**src/logic/slwd_pkg.sv**
```systemverilog
// shared constants and types for the self-test, level and watchdog registers
package slwd_pkg;

  // register offsets on the byte-wide register port
  localparam logic [7:0] ADDR_SELF_TEST_CONTROL = 8'h14;
  localparam logic [7:0] ADDR_LEVEL_SELECT = 8'h15;
  localparam logic [7:0] ADDR_WATCHDOG_CONTROL = 8'h16;

  // values after reset
  localparam logic [2:0] RST_SELF_TEST = 3'h0;
  localparam logic RST_LEVEL = 1'h1;
  localparam logic [7:0] RST_WATCHDOG = 8'hfe;

  // field positions
  localparam int ST_EN_BIT = 0;
  localparam int ST_SRC_LSB = 1;
  localparam int ST_SRC_MSB = 2;
  localparam int WD_DIS_BIT = 0;
  localparam int WD_TIME_LSB = 1;
  localparam int WD_TIME_MSB = 7;

  // keyed write values for the level setting
  localparam logic [7:0] LEVEL_KEY_SET = 8'hb5;
  localparam logic [7:0] LEVEL_KEY_CLEAR = 8'hb6;

  // level setting encoding: 1 means 3.3 V, 0 means 1.8 V
  localparam logic LEVEL_3V3 = 1'h1;
  localparam logic LEVEL_1V8 = 1'h0;

  // fallback clock source field codes
  localparam logic [1:0] SRC_00 = 2'h0;
  localparam logic [1:0] SRC_01 = 2'h1;
  localparam logic [1:0] SRC_10 = 2'h2;
  localparam logic [1:0] SRC_11 = 2'h3;

  // watchdog step time and system clock rate
  localparam int unsigned WD_STEP_MS = 2;
  localparam int unsigned CLK_SYS_MHZ = 250;
  localparam int unsigned WD_STEP_CYCLES = WD_STEP_MS * CLK_SYS_MHZ * 1000;

  // the clock that the frame logic is told to run on
  typedef enum logic [2:0] {
    SLWD_CLK_NONE,
    SLWD_CLK_PIXEL,
    SLWD_CLK_OSC25,
    SLWD_CLK_OSC33,
    SLWD_CLK_OSC50,
    SLWD_CLK_OSC100
  } slwd_clk_t;

  // watchdog states
  typedef enum logic [1:0] {
    SLWD_WD_IDLE,
    SLWD_WD_RUN
  } slwd_wd_state_t;

endpackage

```
**src/logic/slwd_regs.sv**
```systemverilog
// self-test, control-pin level and control-channel watchdog registers
`timescale 1ns/10ps
module slwd_regs #(
  parameter int unsigned WD_STEP_CYCLES = slwd_pkg::WD_STEP_CYCLES
) (
  // clock and reset
  input wire logic clk_sys,
  input wire logic nrst,
  // register port
  input wire logic [7:0] reg_addr,
  input wire logic [7:0] reg_wdata,
  input wire logic reg_wr,
  input wire logic reg_rd,
  output logic [7:0] reg_rdata,
  // power-up strap and digital resets
  input wire logic level_strap_pin,
  input wire logic digital_reset_a,
  input wire logic digital_reset_b,
  // clock selection inputs from the rest of the device
  input wire logic video_clk_present,
  input wire logic fallback_enable,
  // clock selection and mode outputs
  output logic self_test_mode,
  output slwd_pkg::slwd_clk_t clk_choice,
  output logic control_port_level_sel,
  // control channel transaction tracking
  input wire logic chan_txn_start,
  input wire logic chan_txn_done,
  output logic chan_wd_abort,
  output logic chan_wd_busy
);

  // stored register contents
  logic [2:0] self_test_ctrl;
  logic [7:0] wd_ctrl;
  logic level_val;
  logic strap_taken;

  // decoded strobes
  logic wr_self_test;
  logic wr_level;
  logic wr_wd;
  logic digital_reset;

  // derived fields
  logic st_enable;
  logic [1:0] src_field;
  logic [6:0] wd_timeout;
  logic wd_disable;

  // watchdog datapath
  slwd_pkg::slwd_wd_state_t wd_state;
  slwd_pkg::slwd_wd_state_t next_wd_state;
  logic [6:0] step_count;
  logic [6:0] next_step_count;
  logic step_tick;
  logic tick_restart;
  logic expire;
  slwd_pkg::slwd_clk_t next_clk_choice;

  // write decode; any address outside the three is silently ignored
  assign wr_self_test = reg_wr && (reg_addr == slwd_pkg::ADDR_SELF_TEST_CONTROL);
  assign wr_level = reg_wr && (reg_addr == slwd_pkg::ADDR_LEVEL_SELECT);
  assign wr_wd = reg_wr && (reg_addr == slwd_pkg::ADDR_WATCHDOG_CONTROL);
  assign digital_reset = digital_reset_a || digital_reset_b;

  // field views of the stored registers
  assign st_enable = self_test_ctrl[slwd_pkg::ST_EN_BIT];
  assign src_field = self_test_ctrl[slwd_pkg::ST_SRC_MSB:slwd_pkg::ST_SRC_LSB];
  assign wd_timeout = wd_ctrl[slwd_pkg::WD_TIME_MSB:slwd_pkg::WD_TIME_LSB];
  assign wd_disable = wd_ctrl[slwd_pkg::WD_DIS_BIT];

  // self-test control: bits 7:3 are reserved, not stored, read as zero
  always_ff @(posedge clk_sys or negedge nrst) begin
    if (!nrst) begin
      self_test_ctrl <= slwd_pkg::RST_SELF_TEST;
    end else if (wr_self_test) begin
      self_test_ctrl <= reg_wdata[2:0];
    end
  end

  // strap capture happens in the first clocked cycle after reset release,
  // since an asynchronous reset may only load a constant
  always_ff @(posedge clk_sys or negedge nrst) begin
    if (!nrst) begin
      strap_taken <= 1'b0;
    end else begin
      strap_taken <= 1'b1;
    end
  end

  // level setting: strap first, then digital resets win over keyed writes
  always_ff @(posedge clk_sys or negedge nrst) begin
    if (!nrst) begin
      level_val <= slwd_pkg::RST_LEVEL;
    end else if (!strap_taken) begin
      // low strap selects 3.3 V, high strap 1.8 V
      level_val <= level_strap_pin ? slwd_pkg::LEVEL_1V8
                                   : slwd_pkg::LEVEL_3V3;
    end else if (digital_reset) begin
      level_val <= slwd_pkg::LEVEL_3V3;
    end else if (wr_level && (reg_wdata == slwd_pkg::LEVEL_KEY_SET)) begin
      level_val <= slwd_pkg::LEVEL_3V3;
    end else if (wr_level && (reg_wdata == slwd_pkg::LEVEL_KEY_CLEAR)) begin
      level_val <= slwd_pkg::LEVEL_1V8;
    end
  end

  // watchdog control register, full eight bits stored
  always_ff @(posedge clk_sys or negedge nrst) begin
    if (!nrst) begin
      wd_ctrl <= slwd_pkg::RST_WATCHDOG;
    end else if (wr_wd) begin
      wd_ctrl <= reg_wdata;
    end
  end

  // read data stand only in the cycle after the strobe
  always_ff @(posedge clk_sys or negedge nrst) begin
    if (!nrst) begin
      reg_rdata <= 8'h00;
    end else if (reg_rd) begin
      case (reg_addr)
        slwd_pkg::ADDR_SELF_TEST_CONTROL: begin
          reg_rdata <= {5'h00, self_test_ctrl};
        end
        slwd_pkg::ADDR_LEVEL_SELECT: begin
          reg_rdata <= {7'h00, level_val};
        end
        slwd_pkg::ADDR_WATCHDOG_CONTROL: begin
          reg_rdata <= wd_ctrl;
        end
        default: begin
          reg_rdata <= 8'h00;
        end
      endcase
    end else begin
      reg_rdata <= 8'h00;
    end
  end

  // clock source decode; self-test takes priority over the functional
  // fallback, and a present video clock needs no fallback at all
  always_comb begin
    next_clk_choice = slwd_pkg::SLWD_CLK_NONE;
    if (st_enable) begin
      case (src_field)
        slwd_pkg::SRC_00: begin
          next_clk_choice = slwd_pkg::SLWD_CLK_PIXEL;
        end
        slwd_pkg::SRC_01: begin
          next_clk_choice = slwd_pkg::SLWD_CLK_OSC33;
        end
        default: begin
          next_clk_choice = slwd_pkg::SLWD_CLK_OSC100;
        end
      endcase
    end else if (!video_clk_present && fallback_enable) begin
      case (src_field)
        slwd_pkg::SRC_10: begin
          next_clk_choice = slwd_pkg::SLWD_CLK_OSC100;
        end
        slwd_pkg::SRC_11: begin
          next_clk_choice = slwd_pkg::SLWD_CLK_OSC25;
        end
        default: begin
          next_clk_choice = slwd_pkg::SLWD_CLK_OSC50;
        end
      endcase
    end
  end

  // registered so the clock mux sees a clean, glitch-free selection
  always_ff @(posedge clk_sys or negedge nrst) begin
    if (!nrst) begin
      clk_choice <= slwd_pkg::SLWD_CLK_NONE;
    end else begin
      clk_choice <= next_clk_choice;
    end
  end

  // mode and level outputs follow the stored bits, one flop late
  always_ff @(posedge clk_sys or negedge nrst) begin
    if (!nrst) begin
      self_test_mode <= 1'b0;
      control_port_level_sel <= slwd_pkg::RST_LEVEL;
    end else begin
      self_test_mode <= st_enable;
      control_port_level_sel <= level_val;
    end
  end

  // a new start re-arms the step timer so the first step is a full 2 ms
  assign tick_restart = chan_txn_start;

  slwd_tick #(
    .PERIOD(WD_STEP_CYCLES)
  ) u_step (
    .clk_sys(clk_sys),
    .nrst(nrst),
    .run(wd_state == slwd_pkg::SLWD_WD_RUN),
    .restart(tick_restart),
    .tick(step_tick)
  );

  // timeout is reached when the step count meets the field; a zero field
  // would expire on the first step, which software must avoid
  assign expire = step_tick &&
                  ((step_count + 7'h01) >= wd_timeout);

  // watchdog sequencing: completion beats expiry in the same cycle
  always_comb begin
    next_wd_state = wd_state;
    next_step_count = step_count;
    case (wd_state)
      slwd_pkg::SLWD_WD_IDLE: begin
        next_step_count = 7'h00;
        if (chan_txn_start && !wd_disable) begin
          next_wd_state = slwd_pkg::SLWD_WD_RUN;
        end
      end
      slwd_pkg::SLWD_WD_RUN: begin
        if (wd_disable) begin
          next_wd_state = slwd_pkg::SLWD_WD_IDLE;
          next_step_count = 7'h00;
        end else if (chan_txn_start) begin
          next_step_count = 7'h00;
        end else if (chan_txn_done) begin
          next_wd_state = slwd_pkg::SLWD_WD_IDLE;
          next_step_count = 7'h00;
        end else if (expire) begin
          next_wd_state = slwd_pkg::SLWD_WD_IDLE;
          next_step_count = 7'h00;
        end else if (step_tick) begin
          next_step_count = step_count + 7'h01;
        end
      end
      default: begin
        next_wd_state = slwd_pkg::SLWD_WD_IDLE;
        next_step_count = 7'h00;
      end
    endcase
  end

  // watchdog state and step count
  always_ff @(posedge clk_sys or negedge nrst) begin
    if (!nrst) begin
      wd_state <= slwd_pkg::SLWD_WD_IDLE;
      step_count <= 7'h00;
    end else begin
      wd_state <= next_wd_state;
      step_count <= next_step_count;
    end
  end

  // abort pulse: one cycle, only for a running, enabled, stalled transaction
  always_ff @(posedge clk_sys or negedge nrst) begin
    if (!nrst) begin
      chan_wd_abort <= 1'b0;
    end else begin
      chan_wd_abort <= (wd_state == slwd_pkg::SLWD_WD_RUN) && !wd_disable &&
                       !chan_txn_start && !chan_txn_done && expire;
    end
  end

  // busy shows that a transaction is being timed
  always_ff @(posedge clk_sys or negedge nrst) begin
    if (!nrst) begin
      chan_wd_busy <= 1'b0;
    end else begin
      chan_wd_busy <= (next_wd_state == slwd_pkg::SLWD_WD_RUN);
    end
  end

endmodule

```
**src/logic/slwd_tick.sv**
```systemverilog
// step timer: one-cycle tick every PERIOD cycles, restartable
`timescale 1ns/10ps
module slwd_tick #(
  parameter int unsigned PERIOD = 500000
) (
  // clock and reset
  input wire logic clk_sys,
  input wire logic nrst,
  // control
  input wire logic run,
  input wire logic restart,
  // result
  output logic tick
);

  localparam int W = (PERIOD > 1) ? $clog2(PERIOD) : 1;
  localparam logic [W-1:0] LAST = W'(PERIOD - 1);

  logic [W-1:0] cnt;

  // the count only advances while a transaction is being timed, so an idle
  // watchdog burns no toggles
  always_ff @(posedge clk_sys or negedge nrst) begin
    if (!nrst) begin
      cnt <= '0;
    end else if (restart || !run) begin
      cnt <= '0;
    end else if (cnt == LAST) begin
      cnt <= '0;
    end else begin
      cnt <= cnt + W'(1);
    end
  end

  // tick stands for the single cycle in which the step ends
  always_ff @(posedge clk_sys or negedge nrst) begin
    if (!nrst) begin
      tick <= 1'b0;
    end else begin
      tick <= run && !restart && (cnt == LAST);
    end
  end

endmodule

```
**config.mk**
```make
export PLATFORM = sky130hd
export DESIGN_NAME = slwd_regs
export DESIGN_NICKNAME = d
export VERILOG_FILES = /design/src/logic/slwd_pkg.sv /design/src/logic/slwd_regs.sv /design/src/logic/slwd_tick.sv
export SDC_FILE = /design/constraint.sdc
export NUM_CORES = 1
export LEC_CHECK = 0
export ABC_AREA = 1
export BUFFER_PORTS_ARGS = -buffer_cell sky130_fd_sc_hd__buf_2
export CAP_MARGIN = 25
export CORE_MARGIN = 5
export CORE_UTILIZATION = 30
export CTS_CLUSTER_DIAMETER = 150
export DETAILED_ROUTE_END_ITERATION = 16
export PLACE_DENSITY = 0.48
export SETUP_SLACK_MARGIN = 0.4
export SKIP_CTS_REPAIR_TIMING = 1
export SLEW_MARGIN = 25
export SYNTH_ARGS = -nofsm -noshare
export SYNTH_HDL_FRONTEND = slang
export SYNTH_HIERARCHICAL = 1
export SYNTH_SLANG_ARGS = --single-unit
export TNS_END_PERCENT = 5
```
**constraint.sdc**
```tcl
create_clock -name clk_sys -period 2.9 [get_ports clk_sys]
set_clock_uncertainty 0.2 [all_clocks]
set_input_delay 0 -clock clk_sys [delete_from_list [all_inputs] [get_ports clk_sys]]
set_output_delay 0 -clock clk_sys [all_outputs]
set_load 0.005 [all_outputs]
```
==> impl_metrics.yaml <==
placement:
  gp_congestion: 0.755
  dp_cells: 529
  hpwl_um: 4870
  io_buffers: 41
synthesis:
  postSynthCellCount: 355
  synthTopCellsByArea: "dfrtp_1, nand2_1, dfstp_2, inv_1, nor2_1"
  synth_warnings: 6
  synth_most_common_cell: "nand2_1"
  synth_top_flop_cell: "dfrtp_1"
  synth_seq_cells: 57
  synthTopCellsByCount: "nand2_1, inv_1, dfrtp_1, nor2_1, nand3_1"
  synth.distinct_cells: 34
  synth_fp_nets: 391
  synthArstFlopShare: 1.00
  synth_edf_count: 0
  netlist_area_um2: 3030
  synth_top_area_share: 0.396
  seq_area_frac_synth: 0.474
  avgSynthCellArea_um2: 8.54
  synth_largest_area_cell: "dfrtp_1"
sta:
  setup_tns_ns: 0
  worstMarginPinSlew_ns: 0.733
  relSlewSlack: 0.511
  hold_violations: 5
  rsz0062_at_grt: "true"
  hold_ws_ns: -0.0358
  maxSlewViolCount: 0
  finalCritPeriodShare: 0.840
  finalSetupViolCount: 0
  min_period_ns: 2.43
  fmaxAchievable_mhz: 411
floorplanning:
  io_pins: 42
  die_area_um2: 12200
  start_util: 0.309
  core_um2: 9820
  die_w_um: 111
  num_rows: 36
  die_y_um: 111
power_and_ir_drop:
  p_sw_w: 0.000384
  p_total_w: 0.00174
  p_comb_frac: 0.073
  power_density_nw_per_um2: 445
  ir_drop_mv: 0.220
  cellLeakagePower_nw: 1.84
  pwr-share-clk: 0.447
  p_seq_frac: 0.480
  switching_share: 0.220
  internal_power_w: 0.00136
cells_and_area:
  layout-drive-gt1-share: 0.246
  diodes: 0
  postLayoutCoreUtil: 0.399
  fin_nets: 472
  area_growth_pct: 29.1
  final_cells: 572
routing:
  initialDrtViolationCount: 62
  drt_pass1_iterations: 6
  vias: 2465
  routed_via_density: 4.31
  routed_wl_um: 6680
  wire_per_inst_um: 11.7
  drc: 0
  ant_nets: 0
run:
  drv_cap: 0
setup_path:
  cp-end-kind: "flop"
  start_kind: "input pin"
  critPathKind: "input pin to flop"
  cp.required_ns: 2.98
  critPathMaxFanout: 16
  cp_data_arrival_time_ns: 2.51
clock_network:
  cts.path.max_buffers: 2
  clk_pin_slew_ns: 0.07
  cts_tree: "yes"
  cts-root-buf: "clkbuf_8"
  cts_made_buffers: 9
  cts_max_level: 3
  clkSinkCount: 57
  worstSkewPairLatency_ns: 0.33
min_path:
  hold_path.class: "input pin to flop"
global_route:
  grt_start_max_net_pins: 58
  grt_pass1_vias: 2466
  antenna_found_initial: 0
  overflow: 0
  grt_usage: 0.115
  grt_pass1_wl_um: 11500
outcome:
  status: "finished, violations left"
  violations: "hold timing"
==> flip-flops by register name, indices dropped and copies added, names as in the netlist <==
register / count
wd_ctrl: 8
clk_choice: 3
step_count: 7
reg_rdata: 8
u_step/cnt: 19
control_port_level_sel: 1
u_step/tick: 1
self_test_ctrl: 3
strap_taken: 1
level_val: 1
wd_state: 2
chan_wd_busy: 1
chan_wd_abort: 1
self_test_mode: 1
==> area by class of cell <==
class	count	area, µm²
Fill cell	1055	5910
Sequential cell	57	1440
Multi-Input combinational cell	238	1390
Timing Repair Buffer	71	498
Inverter	59	221
Tap cell	133	166
Clock buffer	11	131
Clock inverter	3	67.6
==> logic make-up (layout without fill, tap and decap cells) <==
family                     count (synthesis)  count (layout)  synth area share
DFF                                       57              57             0.474
buffers and inverters                     60             144            0.0780
and+or+nand+nor                          174             174             0.291
AOI/OAI and AO/OA                         40              40            0.0797
other                                      2               2           0.00248
adders and majority gates                  9               9            0.0371
xor gates and xnor gates                  13              13            0.0376
==> power groups by stage <==
| stage | Clock [W] | Sequential [W] | Combinational, W |
|---|---|---|---|
| final | 0.000778 | 0.000836 | 0.000127 |
| after global routing | 0.000847 | 0.000839 | 0.000145 |
| after CTS | 0.000812 | 0.000837 | 0.000104 |
| after detailed placement | 0 | 0.000851 | 0.000104 |
| after global placement | 0 | 0.000851 | 0.000104 |
| after floorplan | 0 | 0.000849 | 0.0000428 |
==> routing by layer <==
metal | vias up | global-route usage | wire length (µm)
met4 | 0 | 0.0271 | 65
met1 | 1144 | 0.142 | 3060
met5 | - | 0 | 0
met2 | 34 | 0.190 | 3310
met3 | 6 | 0.0421 | 242
li1 | 1281 | - | -
==> final timing paths <==
path	startpoint	to	slack (ns)	depth (start not counted)
max in group asynchronous	nrst	u_step/cnt[16]$_DFF_PN0_	1.86	3
min	reg_addr[1]	reg_rdata[2]$_DFF_PN0_	-0.04	6
max reg2reg	step_count[0]$_DFFE_PN0P_	chan_wd_busy$_DFF_PN0_	0.52	13
min in group asynchronous	nrst	u_step/cnt[7]$_DFF_PN0_	0.15	3
min reg2reg	level_val$_DFFE_PN1P_	control_port_level_sel$_DFF_PN1_	0.18	0
max	reg_addr[0]	wd_ctrl[6]$_DFFE_PN1P_	0.47	9
==> through the flow <==
step                setup slack, ns  cell area, µm²
floorplan                     0.565            3030
global placement              0.455            3400
detailed placement            0.413            3400
CTS                           0.390            3590
global route                  0.367            3910
finish                        0.465            3910
==> worst max-delay path: stages <==
cell and delay [ns]:
dlygate4sd3_1 0.54, buf_2 0.15, nor3_4 0.21, nand2_4 0.13
nor2_8 0.22, nand2_1 0.07, dlygate4sd3_1 0.58, o21ai_2 0.06
dlygate4sd3_1 0.55
==> layout by cell type, fill, tap and decap left out, types with 7 or more instances in the layout <==
cell type,instances
a21oi_1,7
buf_2,41
clkbuf_8,9
dfrtp_1,48
dfstp_2,9
dlygate4sd3_1,27
ha_1,7
inv_1,54
nand2_1,65
nand2_2,7
nand3_1,20
nor2_1,42
nor3_1,11
o21ai_0,16
o21ai_2,8
xor2_1,10
(Power assumes the default switching activity.)
